File: config.mk
export PLATFORM = sky130hd
export DESIGN_NAME = irq_trigger_status_poll
export DESIGN_NICKNAME = d
export VERILOG_FILES = /design/src/logic/irq_pkg.sv /design/src/logic/irq_trigger_status_poll.sv
export SDC_FILE = /design/constraint.sdc
export NUM_CORES = 1
export LEC_CHECK = 0
export BUFFER_PORTS_ARGS = -buffer_cell sky130_fd_sc_hd__buf_2
export CELL_PAD_IN_SITES_DETAIL_PLACEMENT = 0
export CELL_PAD_IN_SITES_GLOBAL_PLACEMENT = 2
export CORE_MARGIN = 2
export CORE_UTILIZATION = 45
export CTS_BUF_LIST = sky130_fd_sc_hd__clkbuf_4
export CTS_CLUSTER_SIZE = 14
export DETAILED_ROUTE_END_ITERATION = 10
export GPL_TIMING_DRIVEN = 1
export PLACE_DENSITY = 0.92
export RECOVER_POWER = 100
export SYNTH_ARGS = -nofsm -noshare
export SYNTH_HDL_FRONTEND = slang
export SYNTH_SLANG_ARGS = --single-unit
File: constraint.sdc
create_clock -name clk_sys -period 3.1 [get_ports clk_sys]
set_input_delay 0.465 -clock clk_sys [delete_from_list [all_inputs] [get_ports clk_sys]]
set_output_delay 0.465 -clock clk_sys [all_outputs]
set_load 0.1 [all_outputs]
File: src/logic/irq_pkg.sv
package irq_pkg;
	localparam int NLVL = 8;
	localparam int CODE_W = 3;
	// Synchronised control pins, packed as {ack_n, cs_n, a0, wr_n, rd_n}
	localparam int CTL_W = 5;
	localparam int CTL_RD = 0;
	localparam int CTL_WR = 1;
	localparam int CTL_A0 = 2;
	localparam int CTL_CS = 3;
	localparam int CTL_ACK = 4;
	localparam logic [CTL_W-1:0] CTL_IDLE = 5'h1B;
	// Data word layouts for writes at address_select low
	localparam int INIT_BIT = 4;
	localparam int INIT_LEVEL_BIT = 3;
	localparam int INIT_AUTO_BIT = 1;
	localparam int CMD_SEL_BIT = 3;
	localparam int CMD_POLL_BIT = 2;
	localparam int CMD_RDREG_BIT = 1;
	localparam int CMD_RDISR_BIT = 0;
	localparam int CMD_EOS_BIT = 5;
	// Poll word layout
	localparam int POLL_PRESENT_BIT = 7;
	localparam logic [NLVL-1:0] POLL_EMPTY = 8'h07;
	localparam logic [CODE_W-1:0] DEFAULT_LEVEL = 3'h7;
	localparam logic [NLVL-CODE_W-1:0] VEC_UPPER = 5'h00;
	// Reset values
	localparam logic [NLVL-1:0] MASK_RESET = 8'h00;
	localparam logic [NLVL-1:0] ALL_ONES = 8'hFF;
	localparam logic [NLVL-1:0] LVL_ONE = 8'h01;
endpackage : irq_pkg

File: src/logic/irq_trigger_status_poll.sv
`timescale 1ns/10ps
// Operation
// RULE_01 - Level mode: high input means pending request
// RULE_02 - Level mode: still high after clear re-interrupts
// RULE_03 - Requester holds input past first acknowledge fall
// RULE_04 - Request gone at acknowledge gives level 7
// RULE_05 - Level mode: request latch always armed
// RULE_06 - Edge mode: only rising transition sets latch
// RULE_07 - Edge mode: acknowledge disarms, low re-arms
// RULE_08 - Sensing mode from initialization, all inputs
// RULE_09 - Automatic mode clears in-service at acknowledge end
// RULE_10 - Request, in-service, mask: eight bits, readable
// RULE_11 - Read command selects register, remembered
// RULE_12 - Initialization selects request register
// RULE_13 - Mask read/write directly at address high
// RULE_14 - Poll then read acts as acknowledge
// RULE_15 - Poll word: present bit and level code
// RULE_16 - Empty poll word: present zero, code ones
// RULE_17 - Poll resolution honours priority and in-service
// RULE_18 - Host repeats poll command per read
// RULE_19 - Host disables own interrupt before polling
// RULE_20 - Host always runs full initialization
// RULE_21 - Mask bit n governs request input n
// RULE_22 - Mask gates latch output, not latch
// RULE_23 - Present bit 7, code bits 2:0, rest zero
module irq_trigger_status_poll
	import irq_pkg::*;
(
	input wire logic clk_sys,
	input wire logic nrst,
	input wire logic [NLVL-1:0] request_input,
	input wire logic rd_n,
	input wire logic wr_n,
	input wire logic cs_n,
	input wire logic address_select,
	input wire logic acknowledge_strobe_n,
	input wire logic [NLVL-1:0] data_in,
	output logic [NLVL-1:0] data_out,
	output logic data_oe,
	output logic irq_out
);

	typedef struct packed {
		logic [NLVL-1:0] req_s1;
		logic [NLVL-1:0] req_s2;
		logic [NLVL-1:0] req_prev;
		logic [NLVL-1:0] din_s1;
		logic [NLVL-1:0] din_s2;
		logic [CTL_W-1:0] ctl_s1;
		logic [CTL_W-1:0] ctl_s2;
		logic [CTL_W-1:0] ctl_prev;
		logic [NLVL-1:0] latch;
		logic [NLVL-1:0] armed;
		logic [NLVL-1:0] in_service;
		logic [NLVL-1:0] mask;
		logic level_mode;
		logic auto_eos;
		logic sel_isr;
		logic poll_pend;
		logic ack_second;
		logic [CODE_W-1:0] ack_level;
		logic [NLVL-1:0] dout;
		logic doe;
	} state_t;

	localparam state_t ST_RESET = '{
		req_s1: '0, req_s2: '0, req_prev: '0, din_s1: '0, din_s2: '0,
		ctl_s1: CTL_IDLE, ctl_s2: CTL_IDLE, ctl_prev: CTL_IDLE,
		latch: '0, armed: ALL_ONES, in_service: '0, mask: MASK_RESET,
		level_mode: 1'b0, auto_eos: 1'b0, sel_isr: 1'b0, poll_pend: 1'b0,
		ack_second: 1'b0, ack_level: '0, dout: '0, doe: 1'b0
	};

	state_t st;
	state_t next_st;

	// Levels strictly above the highest level now in service
	function automatic logic [NLVL-1:0] above_isr(input logic [NLVL-1:0] in_service_bits);
		logic [NLVL-1:0] m;
		m = ALL_ONES;
		for (int i = NLVL - 1; i >= 0; i--) begin
			if (in_service_bits[i]) begin
				m = ~(ALL_ONES << i);
			end
		end
		return m;
	endfunction : above_isr

	// Index of the highest-priority set bit, level 0 first
	function automatic logic [CODE_W-1:0] first_set(input logic [NLVL-1:0] v);
		logic [CODE_W-1:0] idx;
		idx = '0;
		for (int i = NLVL - 1; i >= 0; i--) begin
			if (v[i]) begin
				idx = CODE_W'(i);
			end
		end
		return idx;
	endfunction : first_set

	logic rd_fall;
	logic rd_end;
	logic wr_rise;
	logic ack_fall;
	logic ack_rise;
	logic ack_first;
	logic poll_take;
	logic [NLVL-1:0] eligible;
	logic pending;
	logic [CODE_W-1:0] top;
	logic [NLVL-1:0] take_clr;
	logic [NLVL-1:0] rise;
	logic [NLVL-1:0] next_latch;
	logic [NLVL-1:0] next_armed;
	logic [NLVL-1:0] eos_clr;

	// Strobe edges seen on the second sync stage against its delayed copy
	assign rd_fall = st.ctl_prev[CTL_RD] & ~st.ctl_s2[CTL_RD] & ~st.ctl_s2[CTL_CS];
	assign rd_end = ~st.ctl_prev[CTL_RD] & st.ctl_s2[CTL_RD];
	assign wr_rise = ~st.ctl_prev[CTL_WR] & st.ctl_s2[CTL_WR] & ~st.ctl_s2[CTL_CS];
	assign ack_fall = st.ctl_prev[CTL_ACK] & ~st.ctl_s2[CTL_ACK];
	assign ack_rise = ~st.ctl_prev[CTL_ACK] & st.ctl_s2[CTL_ACK];
	// The request is sampled at the first acknowledge fall, so it must still be held
	assign ack_first = ack_fall & ~st.ack_second; // RULE_03
	assign poll_take = rd_fall & st.poll_pend; // RULE_14

	// Mask gates the latch output only; priority blocks levels at or below service
	assign eligible = st.latch & ~st.mask & above_isr(st.in_service); // RULE_21 RULE_22 RULE_17
	assign pending = |eligible;
	assign top = first_set(eligible);
	assign take_clr = ((ack_first | poll_take) & pending) ? (LVL_ONE << top) : '0;
	assign eos_clr = (|st.in_service) ? (LVL_ONE << first_set(st.in_service)) : '0;

	// Per-input request latch and arming
	for (genvar i = 0; i < NLVL; i++) begin : g_req
		assign rise[i] = st.req_s2[i] & ~st.req_prev[i];
		// Level mode tracks the pin; edge mode needs a rise while armed
		assign next_latch[i] = st.level_mode ? st.req_s2[i] : // RULE_01 RULE_02 RULE_08
			(st.req_s2[i] & (st.latch[i] | (rise[i] & st.armed[i])) & ~take_clr[i]); // RULE_06
		// Taking a request disarms; a low pin re-arms; level mode never disarms
		assign next_armed[i] = st.level_mode | ~st.req_s2[i] | // RULE_05 RULE_07
			(st.armed[i] & ~take_clr[i]);
	end

	// Whole next state; write clears come before acknowledge sets so a set wins
	always_comb begin
		next_st = st;
		next_st.req_s1 = request_input;
		next_st.req_s2 = st.req_s1;
		next_st.req_prev = st.req_s2;
		next_st.din_s1 = data_in;
		next_st.din_s2 = st.din_s1;
		next_st.ctl_s1 = {acknowledge_strobe_n, cs_n, address_select, wr_n, rd_n};
		next_st.ctl_s2 = st.ctl_s1;
		next_st.ctl_prev = st.ctl_s2;
		next_st.latch = next_latch;
		next_st.armed = next_armed;
		if (wr_rise) begin
			if (st.ctl_s2[CTL_A0]) begin
				next_st.mask = st.din_s2; // RULE_13
			end else if (st.din_s2[INIT_BIT]) begin
				next_st.level_mode = st.din_s2[INIT_LEVEL_BIT]; // RULE_08
				next_st.auto_eos = st.din_s2[INIT_AUTO_BIT];
				next_st.sel_isr = 1'b0; // RULE_12
				next_st.mask = MASK_RESET;
				next_st.in_service = '0;
				next_st.poll_pend = 1'b0;
			end else if (st.din_s2[CMD_SEL_BIT]) begin
				next_st.poll_pend = st.din_s2[CMD_POLL_BIT];
				if (st.din_s2[CMD_RDREG_BIT]) begin
					next_st.sel_isr = st.din_s2[CMD_RDISR_BIT]; // RULE_11
				end
			end else if (st.din_s2[CMD_EOS_BIT]) begin
				next_st.in_service = st.in_service & ~eos_clr; // RULE_02
			end
		end
		// Acknowledge: resolve on the first fall, hand out the level on the second
		if (ack_first) begin
			// Nothing eligible any more: answer as if level 7 asked
			next_st.ack_level = pending ? top : DEFAULT_LEVEL; // RULE_04
			next_st.in_service[pending ? top : DEFAULT_LEVEL] = 1'b1; // RULE_04
			next_st.ack_second = 1'b1;
		end else if (ack_fall) begin
			next_st.dout = {VEC_UPPER, st.ack_level};
			next_st.doe = 1'b1;
		end
		if (ack_rise && st.ack_second && !st.ctl_prev[CTL_ACK] && st.doe) begin
			next_st.ack_second = 1'b0;
			next_st.doe = 1'b0;
			if (st.auto_eos) begin
				next_st.in_service[st.ack_level] = 1'b0; // RULE_09
			end
		end
		// Register and poll reads
		if (rd_fall) begin
			next_st.doe = 1'b1;
			if (st.poll_pend) begin
				// One poll command covers exactly one read
				next_st.poll_pend = 1'b0; // RULE_18
				if (pending) begin
					next_st.in_service[top] = 1'b1; // RULE_14
					next_st.dout = {1'b1, VEC_UPPER[NLVL-CODE_W-2:0], top}; // RULE_15 RULE_23
				end else begin
					next_st.dout = POLL_EMPTY; // RULE_16
				end
			end else if (st.ctl_s2[CTL_A0]) begin
				next_st.dout = st.mask; // RULE_10 RULE_13
			end else begin
				next_st.dout = st.sel_isr ? st.in_service : st.latch; // RULE_10 RULE_11
			end
		end else if (rd_end) begin
			next_st.doe = 1'b0;
		end
	end

	// Single state register
	always_ff @(posedge clk_sys or negedge nrst) begin
		if (!nrst) begin
			st <= ST_RESET;
		end else begin
			st <= next_st;
		end
	end

	assign data_out = st.dout;
	assign data_oe = st.doe;
	// Interrupt line is a pure function of flops, no extra latency
	assign irq_out = pending;
endmodule : irq_trigger_status_poll

==> run metrics <==
Worst Setup Path Type reg2out; Hold Buf Count CTS 0; FF-to-FF setup slack ~500 ps; slew margin rel. -42.9%; Mapped Cells 360; IO Port Bufs 32; GRT Util Overall between 10% and 20%; average wire per standard cell between 15 and 20 um; multi-input logic area between 0.001 and 0.0015 sq mm; Synth Net Count between 300 and 400; Final Hold Vio Count 0; CTS sink cnt between 100 and 150; final RePlAce weighted congestion ~0.97; unrepaired setup endpoints after global routing false; register area share after synthesis approximately three fifths; Fin Hold WS 103 ps; Final period util a little over nine tenths; die area just over 0.01 sq mm; clock-pin transition on the worst setup and hold timing paths ~150 ps; Top FF cell, synth dfrtp_1; Reg2Reg Depth 6; die height between 100 and 150 um; Reg-to-Reg End st[38]$_DFF_PN1_; Post-Synth XOR/XNOR Area 0%; final WL 9300 um; CTS root buf clkbuf_4; R2R Path Start st[25]$_DFF_PN0_; Die Wd a little over 100 um; drt drc 0; CP max FO 9; Post-DP Area about 0.0044 sq mm; CTS Buffer Depth 2; Internal Power between 2000 and 2500 uW; synthesis-to-layout area growth 7.90%; gr ovfl total 0; Leak around 0.002 uW; largest net degree at the start of global routing roughly 90; fill cell count between 800 and 900; Max-cap violations 1; Switching Power between 1500 and 2000 uW; Synth Register Bits between 100 and 150; Cell Area, Synth 0.00420 sq mm; final total power about 3700 uW; Worst Hold Path EP next_st[54]$_DFF_PN1_; Nets 414; Pwr Density 807 mW/mm^2; Tightest Pin Transition approximately 2100 ps; io pins 33; # diodes 0; Sum Neg Setup Slack 0 ps; total CTS buffers 9; initial antenna violation count 0; mean post-synth cell area 11.7 sq um; status finished with violations; HPWL after detailed placement 6670 um; CP arrival 2500 ps; Final Setup Violations 0; kind of end point of the critical path output pin; Hold Crit Class in2reg; vias in the first global route between 2000 and 3000; hold path cells 1; sequential power share around 48%; first-pass GRT wire length 15200 um; First-pass DRT Iterations 4; htree depth 3; core area 0.00915 sq mm; Rows 35; startpoint types register; Required @ worst endpoint 2630 ps; worst skew pair latency between 400 and 500 ps; Post-Synth Simple-Gate Area roughly 14%; final instance area roughly 0.0045 sq mm; Synth Area in Adders 0%; Post-DRT Antenna Nets 0; clock group share of total power about a fifth; HP Start rd_n; switching fraction of total power ~41%; Post-synth EDFFs 0; post-synthesis mux area share between 3 and 4%; post-synthesis compound-gate area fraction 17.4%; clk_skew 25.9 ps; CTS tree yes; Synth cell types 55; sequential cell area 0.00258 sq mm; main combinational cell family by area after synthesis compound AO/OA/AOI/OAI gates; via count 2811; Initial DRC Count roughly 190; Final min period 2970 ps; Synth Warn # 0; f_max ~340 MHz; Max Transition Viols Final 88; failing checks max-capacitance violations, max-slew violations; layout cells sized above 1 17.2%; Logic pwr share between 30% and 40%; setup bufs post-CTS 0; via/cell ratio approximately 5.5; Initial Utilization a little under half; Async SR Flop Fraction 100%; Worst IR Drop VDD 0.381 mV
==> worst max-delay path by stage <==
stage	cells past startpoint	end	startpoint
global route	6	irq_out	st[26]$_DFF_PN0_
CTS	6	irq_out	st[25]$_DFF_PN0_
finish	6	irq_out	st[26]$_DFF_PN0_
detailed placement	6	irq_out	st[25]$_DFF_PN0_
global placement	6	irq_out	st[31]$_DFF_PN0_
floorplan	6	irq_out	st[26]$_DFF_PN0_
==> metrics by stage <==
| step | setup slack (ps) | utilization [%] | std cells |
|---|---|---|---|
| after floorplan | 386 | - | 360 |
| after global placement | 424 | 48.5 | 491 |
| after detailed placement | 434 | 48.5 | 491 |
| after CTS | 64.2 | 50.1 | 507 |
| after global routing | 40.4 | 49.5 | 507 |
| final | 132 | 49.5 | 507 |
==> state kept, by name (all words and copies together) (netlist names) <==
register,count
st,59
next_st,34
data_out,8
data_oe,1
==> synth_stat cells (4+ instances only) <==
cell type / count / area (sq um)
nor2b_1: 14 / 87.6
a21o_1: 6 / 45.0
clkbuf_1: 8 / 30.0
mux2i_1: 11 / 110
nand2b_1: 5 / 31.3
a211o_1: 4 / 35.0
o21a_1: 4 / 30.0
o22ai_1: 4 / 25.0
dfstp_2: 19 / 499
dfrtp_1: 83 / 2080
a22o_1: 10 / 87.6
nand2_1: 26 / 97.6
inv_1: 14 / 52.6
nor2_1: 34 / 128
nor3_1: 4 / 20.0
nor3b_1: 6 / 45.0
buf_4: 8 / 60.1
o21ai_0: 17 / 85.1
a21oi_1: 28 / 140
o311ai_0: 4 / 35.0
==> cell families after synthesis <==
kind of cell,count (synthesis)
buf+inv,32
simple gates,111
compound gates,101
flops,102
mux,14
==> layout make-up <==
type | instances | area share (%)
flip-flops and latches | 102 | 56.9
clock inverters | 5 | 1.33
clock buffers | 11 | 1.82
well taps | 111 | 3.07
repair buffers | 38 | 4.17
inverters | 14 | 1.16
multi-input cells | 226 | 31.6
==> power groups by stage <==
stage / Sequential [uW] / Clock, uW / Combinational (uW)
after floorplan: 1670 / 0 / 1020
after global placement: 1770 / 0 / 1210
after detailed placement: 1780 / 0 / 1200
after CTS: 1750 / 737 / 1210
after global routing: 1790 / 785 / 1260
final: 1760 / 711 / 1180
==> layer usage <==
layer	vias to the layer above	part of all wire [%]	global-route usage (%)
met5	-	0	0
met4	0	2.1	7.59
met3	15	4.2	3.33
met2	75	47	32.0
met1	1384	47	27.4
li1	1337	-	-
==> worst max-delay path, cell delays in order, from the launching register on <==
cell and delay [ps]:
dfrtp_1 500, or4_4 610, o2bb2a_4 250, nor2b_1 190, nor2b_1 210, inv_1 100
buf_6 220
==> repair_timing <==
action,4_1_cts,5_1_grt
resized for setup,1,3
pin swaps,0,0
setup endpoints to repair,1,1
==> placed cells by master (no fill, tap or decap), types with 5 or more instances in the layout <==
cell type | Yosys | layout
a21o_1 | 6 | 6
inv_1 | 14 | 14
clkbuf_4 | 0 | 11
nand2_1 | 26 | 25
nor2b_1 | 14 | 14
nor3b_1 | 6 | 6
nand2b_1 | 5 | 5
a22o_1 | 10 | 10
nor3_1 | 4 | 5
dfrtp_1 | 83 | 83
mux2i_1 | 11 | 11
buf_2 | 1 | 21
nor2_1 | 34 | 35
dfstp_2 | 19 | 15
a21oi_1 | 28 | 28
o21ai_0 | 17 | 20
clkbuf_1 | 8 | 12
Note: power is estimated with default switching activity, not from simulation.
